==> config.mk <==
export PLATFORM = sky130hd
export DESIGN_NAME = mbx_responder
export DESIGN_NICKNAME = d
export VERILOG_FILES = /design/src/mbx_pkg.sv /design/src/mbx_responder.sv /design/src/mbx_fifo.sv
export SDC_FILE = /design/constraint.sdc
export NUM_CORES = 1
export LEC_CHECK = 0
export ABC_AREA = 1
export BUFFER_PORTS_ARGS = -buffer_cell sky130_fd_sc_hd__buf_2
export CAP_MARGIN = 20
export CORE_MARGIN = 2
export CORE_UTILIZATION = 30
export CTS_BUF_LIST = sky130_fd_sc_hd__clkbuf_8
export DETAILED_ROUTE_END_ITERATION = 10
export PLACE_DENSITY = 0.52
export SLEW_MARGIN = 0
export SYNTH_ARGS = -nofsm -noshare
export SYNTH_HDL_FRONTEND = slang
export SYNTH_SLANG_ARGS = --single-unit
==> constraint.sdc <==
create_clock -name ref_clk_i -period 6.2 [get_ports ref_clk_i]
set_input_delay 0.93 -clock ref_clk_i [delete_from_list [all_inputs] [get_ports ref_clk_i]]
set_output_delay 0.93 -clock ref_clk_i [all_outputs]
set_load 0.01 [all_outputs]
==> src/mbx_pkg.sv <==
// ============================================================
// shared constants for the exception responder
package mbx_pkg;

   // ============================================================
   // line timing
   localparam int CLK_HZ = 125_000_000;
   localparam int BAUD_HZ = 9600;
   localparam int CHAR_BITS = 10; // start, eight data, stop
   localparam int GAP_TENTHS = 35; // end of frame after 3.5 quiet characters
   localparam int BIT_CYC = CLK_HZ / BAUD_HZ;
   localparam int GAP_CYC = BIT_CYC * CHAR_BITS * GAP_TENTHS / 10;
   localparam int CNT_W = 20;

   // ============================================================
   // frame layout
   localparam logic [3:0] FRAME_LEN = 4'h8;
   localparam logic [3:0] MIN_LEN = 4'h4;
   localparam logic [3:0] LEN_SAT = 4'hf;
   localparam logic [2:0] REPLY_LAST = 3'h4;

   // ============================================================
   // function and exception codes
   localparam logic [7:0] FC_READ = 8'h03;
   localparam logic [7:0] FC_READ_IN = 8'h04;
   localparam logic [7:0] FC_WRITE = 8'h06;
   localparam logic [7:0] EXC_FLAG = 8'h80;
   localparam logic [7:0] EXC_NONE = 8'h00;
   localparam logic [7:0] EXC_FUNC = 8'h01;
   localparam logic [7:0] EXC_ADDR = 8'h02;
   localparam logic [7:0] EXC_VALUE = 8'h03;

   // ============================================================
   // register addresses, relative to the holding register base
   localparam logic [15:0] REG_CTRL = 16'h0001;
   localparam logic [15:0] REG_FAULT = 16'h0004;
   localparam logic [15:0] REG_PARAM_LO = 16'h0100;
   localparam logic [15:0] REG_PARAM_HI = 16'h0111;
   localparam logic [15:0] REG_RATED_I = 16'h0112;
   localparam logic [15:0] REG_RATED_U = 16'h0113;
   localparam logic [15:0] REG_POWER_U = 16'h0122;
   localparam logic [15:0] CTRL_USED = 16'h0007;
   localparam logic [15:0] ONE_WORD = 16'h0001;

   // ============================================================
   // crc-16, reflected
   localparam logic [15:0] CRC_INIT = 16'hffff;
   localparam logic [15:0] CRC_POLY = 16'ha001;
   localparam logic [15:0] CRC_GOOD = 16'h0000;

   // ============================================================
   // state encodings
   typedef enum logic [3:0] {
      RX_IDLE = 4'b0001, RX_START = 4'b0010, RX_DATA = 4'b0100, RX_STOP = 4'b1000
   } mbx_rx_t;
   typedef enum logic [4:0] {
      FR_IDLE = 5'b00001, FR_RECV = 5'b00010, FR_EVAL = 5'b00100,
      FR_PUSH = 5'b01000, FR_WAIT = 5'b10000
   } mbx_fr_t;
   typedef enum logic [3:0] {
      TX_IDLE = 4'b0001, TX_START = 4'b0010, TX_DATA = 4'b0100, TX_STOP = 4'b1000
   } mbx_tx_t;

   // one byte through the crc, low bit first
   function automatic logic [15:0] mbx_crc_byte(input logic [15:0] crc, input logic [7:0] data);
      logic [15:0] c;
      c = crc ^ {8'h00, data};
      for (int i = 0; i < 8; i++) begin
         c = c[0] ? ((c >> 1) ^ CRC_POLY) : (c >> 1);
      end
      return c;
   endfunction

endpackage

==> src/mbx_responder.sv <==
`timescale 1ns/10ps
`default_nettype none
// Function
// - unsupported function code gets exception code 01.
// - register outside map or overflowing range gets exception code 02.
// - value out of limits or unmodifiable target gets exception code 03.
// - parameter writes while motor runs are refused with exception code 03.
// - exception reply echoes function code with top bit set.
// - code 04 with a wrong address answers 84 then 02 then crc.
// - code 04 with too large a count answers 84 then 03.
// - frame is address, function, data, two-byte crc.
// - 9600 baud, eight data bits, no parity, one stop bit, half duplex.
// - only codes 03 single-word read and 06 single write are supported.
module mbx_responder #(
   parameter int BIT_CYC = mbx_pkg::BIT_CYC,
   parameter int GAP_CYC = mbx_pkg::GAP_CYC,
   parameter int FIFO_DEPTH = 4,
   parameter logic [15:0] READ_MAX = 16'h007d,
   parameter logic [15:0] PARAM_MAX = 16'h03e8
) (
   // clock and reset
   input wire logic ref_clk_i,
   input wire logic sys_rst_i,
   // configuration and plant state
   input wire logic [7:0] slave_addr_i,
   input wire logic motor_run_i,
   // rs485 transceiver
   input wire logic rx_i,
   output logic tx_o,
   output logic de_o,
   // accepted request for the normal handler
   output logic req_ok_o,
   output logic [7:0] req_fc_o,
   output logic [15:0] req_addr_o,
   output logic [15:0] req_data_o,
   // last exception sent
   output logic [7:0] exc_code_o
);
   localparam int CW = mbx_pkg::CNT_W;
   localparam logic [CW-1:0] BIT_LAST = CW'(BIT_CYC - 1);
   localparam logic [CW-1:0] HALF_LAST = CW'(BIT_CYC / 2 - 1);
   localparam logic [CW-1:0] GAP_LAST = CW'(GAP_CYC - 1);

   // map membership, shared by read and write checks
   function automatic logic addr_ok(input logic [15:0] a);
      return (a >= mbx_pkg::REG_CTRL && a <= mbx_pkg::REG_FAULT) ||
             (a >= mbx_pkg::REG_PARAM_LO && a <= mbx_pkg::REG_PARAM_HI) ||
             a == mbx_pkg::REG_RATED_I || a == mbx_pkg::REG_RATED_U ||
             a == mbx_pkg::REG_POWER_U;
   endfunction

   function automatic logic is_param(input logic [15:0] a);
      return a >= mbx_pkg::REG_PARAM_LO && a <= mbx_pkg::REG_PARAM_HI;
   endfunction

   // ============================================================
   // receiver
   mbx_pkg::mbx_rx_t rx_st, next_rst;
   logic [CW-1:0] rcnt, next_rcnt;
   logic [2:0] rbit, next_rbit;
   logic [7:0] rsh, next_rsh;
   logic rdone, next_rdone;

   // mid-bit sampling; our own echo is ignored while the driver is on
   always_comb begin
      next_rst = rx_st;
      next_rcnt = rcnt;
      next_rbit = rbit;
      next_rsh = rsh;
      next_rdone = 1'b0;
      case (rx_st)
         mbx_pkg::RX_IDLE: if (!rx_i && !de_o) begin
            next_rst = mbx_pkg::RX_START;
            next_rcnt = HALF_LAST;
         end
         mbx_pkg::RX_START: if (rcnt == '0) begin
            next_rst = rx_i ? mbx_pkg::RX_IDLE : mbx_pkg::RX_DATA;
            next_rcnt = BIT_LAST;
            next_rbit = 3'h0;
         end else begin
            next_rcnt = rcnt - CW'(1);
         end
         mbx_pkg::RX_DATA: if (rcnt == '0) begin
            next_rsh = {rx_i, rsh[7:1]}; // lsb first, no parity bit
            next_rcnt = BIT_LAST;
            if (rbit == 3'h7) begin
               next_rst = mbx_pkg::RX_STOP;
            end else begin
               next_rbit = rbit + 3'h1;
            end
         end else begin
            next_rcnt = rcnt - CW'(1);
         end
         mbx_pkg::RX_STOP: if (rcnt == '0) begin
            next_rst = mbx_pkg::RX_IDLE;
            next_rdone = rx_i; // framing error drops the byte, crc then fails
         end else begin
            next_rcnt = rcnt - CW'(1);
         end
         default: next_rst = mbx_pkg::RX_IDLE;
      endcase
   end

   always_ff @(posedge ref_clk_i) begin
      if (sys_rst_i) begin
         rx_st <= mbx_pkg::RX_IDLE;
         rcnt <= '0;
         rbit <= 3'h0;
         rsh <= 8'h00;
         rdone <= 1'b0;
      end else begin
         rx_st <= next_rst;
         rcnt <= next_rcnt;
         rbit <= next_rbit;
         rsh <= next_rsh;
         rdone <= next_rdone;
      end
   end

   // ============================================================
   // request check
   mbx_pkg::mbx_fr_t fst, next_fst;
   logic [7:0] fbuf [0:7];
   logic [7:0] next_fbuf [0:7];
   logic [7:0] rep [0:4];
   logic [7:0] next_rep [0:4];
   logic [3:0] flen, next_flen;
   logic [15:0] fcrc, next_fcrc, rep_crc;
   logic [CW-1:0] gcnt, next_gcnt;
   logic [2:0] pidx, next_pidx;
   logic next_req_ok;
   logic [7:0] next_req_fc, next_exc, code;
   logic [15:0] next_req_addr, next_req_data, raddr, rdata;
   logic discard, is_read, is_write;
   logic fifo_in_ready, fifo_out_valid, fifo_out_ready;
   logic [7:0] fifo_out_data;
   mbx_pkg::mbx_tx_t tst, next_tst;

   assign raddr = {fbuf[2], fbuf[3]};
   assign rdata = {fbuf[4], fbuf[5]};
   assign is_read = fbuf[1] == mbx_pkg::FC_READ || fbuf[1] == mbx_pkg::FC_READ_IN;
   assign is_write = fbuf[1] == mbx_pkg::FC_WRITE;
   // a whole-frame crc including its own check bytes leaves zero
   assign discard = fcrc != mbx_pkg::CRC_GOOD || flen < mbx_pkg::MIN_LEN ||
                    fbuf[0] != slave_addr_i;

   // exception choice; the count is judged before the address
   always_comb begin
      code = mbx_pkg::EXC_NONE;
      if (!is_read && !is_write) begin
         code = mbx_pkg::EXC_FUNC;
      end else if (flen != mbx_pkg::FRAME_LEN) begin
         code = mbx_pkg::EXC_VALUE;
      end else if (is_read) begin
         if (rdata > READ_MAX) begin
            code = mbx_pkg::EXC_VALUE;
         end else if (!addr_ok(raddr) || {1'b0, raddr} + {1'b0, rdata} > 17'h10000) begin
            code = mbx_pkg::EXC_ADDR;
         end else if (rdata != mbx_pkg::ONE_WORD) begin
            code = mbx_pkg::EXC_VALUE; // single word only
         end else if (fbuf[1] == mbx_pkg::FC_READ_IN) begin
            code = mbx_pkg::EXC_FUNC;
         end
      end else if (!addr_ok(raddr)) begin
         code = mbx_pkg::EXC_ADDR;
      end else if (raddr != mbx_pkg::REG_CTRL && !is_param(raddr)) begin
         code = mbx_pkg::EXC_VALUE; // read-only target
      end else if (is_param(raddr) && motor_run_i) begin
         code = mbx_pkg::EXC_VALUE;
      end else if (raddr == mbx_pkg::REG_CTRL && (rdata & ~mbx_pkg::CTRL_USED) != 16'h0000) begin
         code = mbx_pkg::EXC_VALUE;
      end else if (is_param(raddr) && rdata > PARAM_MAX) begin
         code = mbx_pkg::EXC_VALUE;
      end
   end

   // reply crc over address, flagged code and exception code
   assign rep_crc = mbx_pkg::mbx_crc_byte(mbx_pkg::mbx_crc_byte(mbx_pkg::mbx_crc_byte(
                    mbx_pkg::CRC_INIT, fbuf[0]), fbuf[1] | mbx_pkg::EXC_FLAG), code);

   // collect, judge, then queue the reply
   always_comb begin
      next_fst = fst;
      next_fbuf = fbuf;
      next_rep = rep;
      next_flen = flen;
      next_fcrc = fcrc;
      next_gcnt = gcnt;
      next_pidx = pidx;
      next_req_ok = 1'b0;
      next_req_fc = req_fc_o;
      next_req_addr = req_addr_o;
      next_req_data = req_data_o;
      next_exc = exc_code_o;
      case (fst)
         mbx_pkg::FR_IDLE: if (rdone) begin
            next_fbuf[0] = rsh;
            next_flen = 4'h1;
            next_fcrc = mbx_pkg::mbx_crc_byte(mbx_pkg::CRC_INIT, rsh);
            next_gcnt = GAP_LAST;
            next_fst = mbx_pkg::FR_RECV;
         end
         mbx_pkg::FR_RECV: if (rdone) begin
            if (flen < mbx_pkg::FRAME_LEN) begin
               next_fbuf[flen[2:0]] = rsh;
            end
            if (flen != mbx_pkg::LEN_SAT) begin
               next_flen = flen + 4'h1;
            end
            next_fcrc = mbx_pkg::mbx_crc_byte(fcrc, rsh);
            next_gcnt = GAP_LAST;
         end else if (rx_st != mbx_pkg::RX_IDLE) begin
            next_gcnt = GAP_LAST;
         end else if (gcnt == '0) begin
            next_fst = mbx_pkg::FR_EVAL;
         end else begin
            next_gcnt = gcnt - CW'(1);
         end
         mbx_pkg::FR_EVAL: if (discard) begin
            next_fst = mbx_pkg::FR_IDLE;
         end else if (code == mbx_pkg::EXC_NONE) begin
            next_req_ok = 1'b1;
            next_req_fc = fbuf[1];
            next_req_addr = raddr;
            next_req_data = rdata;
            next_fst = mbx_pkg::FR_IDLE;
         end else begin
            next_rep[0] = fbuf[0];
            next_rep[1] = fbuf[1] | mbx_pkg::EXC_FLAG;
            next_rep[2] = code;
            next_rep[3] = rep_crc[7:0]; // crc low byte first
            next_rep[4] = rep_crc[15:8];
            next_exc = code;
            next_pidx = 3'h0;
            next_fst = mbx_pkg::FR_PUSH;
         end
         mbx_pkg::FR_PUSH: if (fifo_in_ready) begin
            if (pidx == mbx_pkg::REPLY_LAST) begin
               next_fst = mbx_pkg::FR_WAIT;
            end else begin
               next_pidx = pidx + 3'h1;
            end
         end
         mbx_pkg::FR_WAIT: if (!fifo_out_valid && tst == mbx_pkg::TX_IDLE) begin
            next_fst = mbx_pkg::FR_IDLE;
         end
         default: next_fst = mbx_pkg::FR_IDLE;
      endcase
   end

   always_ff @(posedge ref_clk_i) begin
      if (sys_rst_i) begin
         fst <= mbx_pkg::FR_IDLE;
         for (int i = 0; i < 8; i++) begin
            fbuf[i] <= 8'h00;
         end
         for (int i = 0; i < 5; i++) begin
            rep[i] <= 8'h00;
         end
         flen <= 4'h0;
         fcrc <= mbx_pkg::CRC_INIT;
         gcnt <= '0;
         pidx <= 3'h0;
         req_ok_o <= 1'b0;
         req_fc_o <= 8'h00;
         req_addr_o <= 16'h0000;
         req_data_o <= 16'h0000;
         exc_code_o <= mbx_pkg::EXC_NONE;
      end else begin
         fst <= next_fst;
         fbuf <= next_fbuf;
         rep <= next_rep;
         flen <= next_flen;
         fcrc <= next_fcrc;
         gcnt <= next_gcnt;
         pidx <= next_pidx;
         req_ok_o <= next_req_ok;
         req_fc_o <= next_req_fc;
         req_addr_o <= next_req_addr;
         req_data_o <= next_req_data;
         exc_code_o <= next_exc;
      end
   end

   // ============================================================
   // reply queue; a stalled transmitter holds the builder in push
   mbx_fifo #(.WIDTH(8), .DEPTH(FIFO_DEPTH)) u_fifo (
      .clk_i(ref_clk_i),
      .rst_i(sys_rst_i),
      .in_valid_i(fst == mbx_pkg::FR_PUSH),
      .in_ready_o(fifo_in_ready),
      .in_data_i(rep[pidx]),
      .out_valid_o(fifo_out_valid),
      .out_ready_i(fifo_out_ready),
      .out_data_o(fifo_out_data)
   );

   // ============================================================
   // transmitter
   logic [CW-1:0] tcnt, next_tcnt;
   logic [2:0] tbit, next_tbit;
   logic [7:0] tsh, next_tsh;
   logic next_tx, next_de;

   assign fifo_out_ready = (tst == mbx_pkg::TX_IDLE);

   // 8n1 framing; driver stays on while anything is queued
   always_comb begin
      next_tst = tst;
      next_tcnt = tcnt;
      next_tbit = tbit;
      next_tsh = tsh;
      next_tx = tx_o;
      case (tst)
         mbx_pkg::TX_IDLE: if (fifo_out_valid) begin
            next_tsh = fifo_out_data;
            next_tcnt = BIT_LAST;
            next_tx = 1'b0;
            next_tst = mbx_pkg::TX_START;
         end
         mbx_pkg::TX_START: if (tcnt == '0) begin
            next_tx = tsh[0];
            next_tcnt = BIT_LAST;
            next_tbit = 3'h0;
            next_tst = mbx_pkg::TX_DATA;
         end else begin
            next_tcnt = tcnt - CW'(1);
         end
         mbx_pkg::TX_DATA: if (tcnt == '0) begin
            next_tcnt = BIT_LAST;
            next_tsh = {1'b1, tsh[7:1]};
            if (tbit == 3'h7) begin
               next_tx = 1'b1;
               next_tst = mbx_pkg::TX_STOP;
            end else begin
               next_tx = tsh[1];
               next_tbit = tbit + 3'h1;
            end
         end else begin
            next_tcnt = tcnt - CW'(1);
         end
         mbx_pkg::TX_STOP: if (tcnt == '0) begin
            next_tst = mbx_pkg::TX_IDLE;
         end else begin
            next_tcnt = tcnt - CW'(1);
         end
         default: next_tst = mbx_pkg::TX_IDLE;
      endcase
      next_de = next_tst != mbx_pkg::TX_IDLE || fifo_out_valid || fst == mbx_pkg::FR_PUSH;
   end

   always_ff @(posedge ref_clk_i) begin
      if (sys_rst_i) begin
         tst <= mbx_pkg::TX_IDLE;
         tcnt <= '0;
         tbit <= 3'h0;
         tsh <= 8'h00;
         tx_o <= 1'b1;
         de_o <= 1'b0;
      end else begin
         tst <= next_tst;
         tcnt <= next_tcnt;
         tbit <= next_tbit;
         tsh <= next_tsh;
         tx_o <= next_tx;
         de_o <= next_de;
      end
   end

   // ============================================================
   // checks
   logic chk_eval;
   assign chk_eval = fst == mbx_pkg::FR_EVAL && !discard;
endmodule
`default_nettype wire

==> src/mbx_fifo.sv <==
`timescale 1ns/10ps
`default_nettype none
// ============================================================
// small byte fifo between reply builder and transmitter
module mbx_fifo #(
   parameter int WIDTH = 8,
   parameter int DEPTH = 4
) (
   // clock and reset
   input wire logic clk_i,
   input wire logic rst_i,
   // fill side
   input wire logic in_valid_i,
   output logic in_ready_o,
   input wire logic [WIDTH-1:0] in_data_i,
   // drain side
   output logic out_valid_o,
   input wire logic out_ready_i,
   output logic [WIDTH-1:0] out_data_o
);
   localparam int AW = (DEPTH > 1) ? $clog2(DEPTH) : 1;
   localparam int CW = $clog2(DEPTH + 1);
   localparam logic [AW-1:0] PTR_LAST = AW'(DEPTH - 1);
   localparam logic [CW-1:0] CNT_FULL = CW'(DEPTH);

   logic [WIDTH-1:0] mem [0:DEPTH-1];
   logic [WIDTH-1:0] next_mem [0:DEPTH-1];
   logic [AW-1:0] wptr, next_wptr, rptr, next_rptr;
   logic [CW-1:0] count, next_count;
   logic push, pop;

   // full and empty come straight from the count
   assign in_ready_o = (count != CNT_FULL);
   assign out_valid_o = (count != '0);
   assign out_data_o = mem[rptr];
   assign push = in_valid_i && in_ready_o;
   assign pop = out_valid_o && out_ready_i;

   // pointer and storage update
   always_comb begin
      next_mem = mem;
      next_wptr = wptr;
      next_rptr = rptr;
      next_count = count;
      if (push) begin
         next_mem[wptr] = in_data_i;
         next_wptr = (wptr == PTR_LAST) ? '0 : wptr + AW'(1);
      end
      if (pop) begin
         next_rptr = (rptr == PTR_LAST) ? '0 : rptr + AW'(1);
      end
      if (push && !pop) begin
         next_count = count + CW'(1);
      end else if (pop && !push) begin
         next_count = count - CW'(1);
      end
   end

   always_ff @(posedge clk_i) begin
      if (rst_i) begin
         wptr <= '0;
         rptr <= '0;
         count <= '0;
         for (int i = 0; i < DEPTH; i++) begin
            mem[i] <= '0;
         end
      end else begin
         wptr <= next_wptr;
         rptr <= next_rptr;
         count <= next_count;
         mem <= next_mem;
      end
   end
endmodule
`default_nettype wire

==> run metrics <==
status finished, final reports clean; largest net degree at the start of global routing a little over 90; chip height about 220 µm; Clock Tree Buf Depth 3; Final Max Slew Viols 0; clk slew on worst S/H paths ~50 ps; Initial Utilization 30.3%; worst-skew pair later-pin latency about 610 ps; Synth Cell Area 14400 µm²; Layout fillers approximately 5000; vias in the first global route between 10000 and 15000; vias after detailed routing about 13000; Initial DRC Count between 800 and 900; Yosys cell types 55; Die Area 49800 µm²; CTS Sinks roughly 280; Yosys top cell area share roughly two fifths; Peak VDD IR roughly 0.15 mV; routed len/inst ~14 µm; I/O Buffers 56; layout cells sized above 1 7.95%; Max-Cap Viols 0; setup ws final roughly 2300 ps; Synth async-reset ratio 0%; Core ar. 47500 µm²; worst slew pin tran between 900 and 1000 ps; ant diodes 0; Final Hold Fails 0; CTS Buf Count slightly above 50; Routed WL approximately 39000 µm; vias per inst just under 5; Warnings, synthesis 0; Syn-to-layout area delta 11.7%; GR Overflow Total 0; cell area power density between 300 and 400 nW/µm²; post-CTS sizing 0; WP data required about 6700 ps; RSZ-0062 raised after global routing no; Initial DRT Pass Iterations 5; H-tree depth 2; DIE WIDTH about 220 µm; Post-synth EDFFs 0; Tot Pwr ~4.9 mW; Hold Buf Count CTS 0; critical path endpoint category flip-flop; Residual DRC 0; largest cells by area after synthesis dfxtp_1 39%, nand2_1 8.1%, a21oi_1 8.1%; Max Fanout on Critical Path between 40 and 50; Hold WC Path Type flip-flop to flip-flop; Min Clock Period, post-route between 3000 and 4000 ps; Setup-failing EPs final 0; most common cell in the synthesized netlist nand2_1; IO Count 63; fmax between 0.2 and 0.3 GHz; top_reg_cell synth dfxtp_1; Post-CTS Setup Repair Bufs 0; nets between 2000 and 2500; Final period util 62.5%; TNS Setup 0 ps; largest area contributor in the netlist dfxtp_1; Clock Skew roughly 28 ps; Mapped Cells 2059; placed wire-length estimate between 20000 and 30000 µm; Seq cells post-synth around 280; ANT nets after route 0; Clock Tree Root clkbuf_8; Worst Setup Start Kind flip-flop; sequential share of the synthesized area between 30 and 40%; leakage approximately 7.2 nW; gpl congestion about 0.86; Post-synth top cells 313 x nand2_1, 289 x inv_1, 283 x dfxtp_1; Relative slew margins about a third; Synth Area per Inst roughly 7 µm²; row count 80; pre-CTS setup slack around 2300 ps; Worst Path Arrival about 4400 ps; Tot GR Track Use between 10% and 20%; first-pass GRT wire length 63600 µm; initial antenna violation count 0; TritonCTS clock tree yes; Setup CP Type flip-flop to flip-flop
## area by class of cell
cell class	count	area, µm²	area share (%)
Multi-Input combinational cell	1395	7290	45.2
Sequential cell	283	5670	35.2
Inverter	305	1150	7.14
Clock buffer	58	798	4.95
Tap cell	615	769	4.78
Timing Repair Buffer	65	348	2.16
Clock inverter	21	93.8	0.582
## worst paths after layout
check,start,endpoint,slack (ps),cells past startpoint
setup / recovery,fbuf[16],req_addr_o[0],2320,18
hold / removal,req_data_o[14],req_data_o[14],450,2
setup reg to reg,fbuf[16],req_addr_o[0],2320,18
hold reg to reg,req_data_o[14],req_data_o[14],450,2
## power by group
group          switching [mW]  internal (mW)
Sequential              0.143           1.96
Clock                   0.764          0.838
Combinational           0.764          0.380
## metrics by stage
stage	util (%)	area (µm²)	instances	hold slack, ps
final	33.9	16100	2742	451
after global routing	33.9	16100	2742	469
after CTS	33.9	16100	2741	454
after detailed placement	32.0	15200	2662	444
after global placement	32.0	15200	2662	440
after floorplan	-	14400	2064	423
## state kept, by name (all words and copies together), names as in the netlist, 16 cells and up
signal and count:
req_data_o 16, req_addr_o 16, fcrc 16, gcnt 20, u_fifo.mem 32, tcnt 20
fbuf 48, rep 34, rcnt 20
## layout by cell type, fill, tap and decap left out, types with 3 or more instances in the layout
master / netlist / layout
a21oi_1: 234 / 234
nand2_2: 4 / 4
o211ai_1: 9 / 9
o221ai_1: 6 / 6
nand3b_1: 6 / 6
nand4_1: 26 / 26
nor2_1: 190 / 190
or2_2: 9 / 9
nor2_2: 6 / 6
inv_2: 11 / 11
dfxtp_1: 283 / 283
nor4_1: 32 / 31
o21a_1: 3 / 3
xor2_1: 41 / 41
and3_1: 4 / 4
buf_4: 9 / 9
o22ai_1: 4 / 4
nor3_2: 3 / 3
nand2_1: 313 / 313
ha_1: 40 / 40
clkbuf_8: 0 / 58
buf_2: 6 / 56
clkinv_1: 4 / 3
conb_1: 1 / 6
o21ai_1: 3 / 3
o21ai_0: 217 / 217
nand3_1: 96 / 96
or2_0: 3 / 3
xnor2_1: 26 / 26
a211oi_1: 10 / 10
inv_1: 289 / 305
a31oi_1: 28 / 28
and2_1: 3 / 3
nor3_1: 48 / 48
## critical path, stage by stage, from the launching register on
cell and delay (ps):
dfxtp_1 330, ha_1 260, fa_1 470, nand3_1 120
nand3_1 140, xor2_1 170, a21oi_1 150, nand2_1 60
nor2_1 120, nand3_1 110, nand2_1 130, nand3_1 80
nand2_1 130, nand2_1 120, inv_2 90, nand4_1 330
inv_2 620, o21ai_0 180, a21oi_1 170
## kinds of logic after synthesis
| kind of cell | Yosys count | share of synthesized area (%) |
|---|---|---|
| buffers and inverters | 386 | 10.4 |
| adders and majority gates | 42 | 3.75 |
| other | 1 | 0.0260 |
| and+or+nand+nor | 752 | 23.0 |
| DFF | 283 | 39.3 |
| AOI/OAI and AO/OA | 527 | 19.4 |
| xor gates and xnor gates | 68 | 4.18 |
## metal layers
layer / up-vias / part of all wire, % / global-route usage [%]
met5: - / 0 / 0
met4: 0 / 3.3 / 6.43
met3: 83 / 4.1 / 2.36
met2: 265 / 46 / 25.4
met1: 6025 / 47 / 20.3
li1: 6887 / - / -
(Power assumes the default switching activity.)
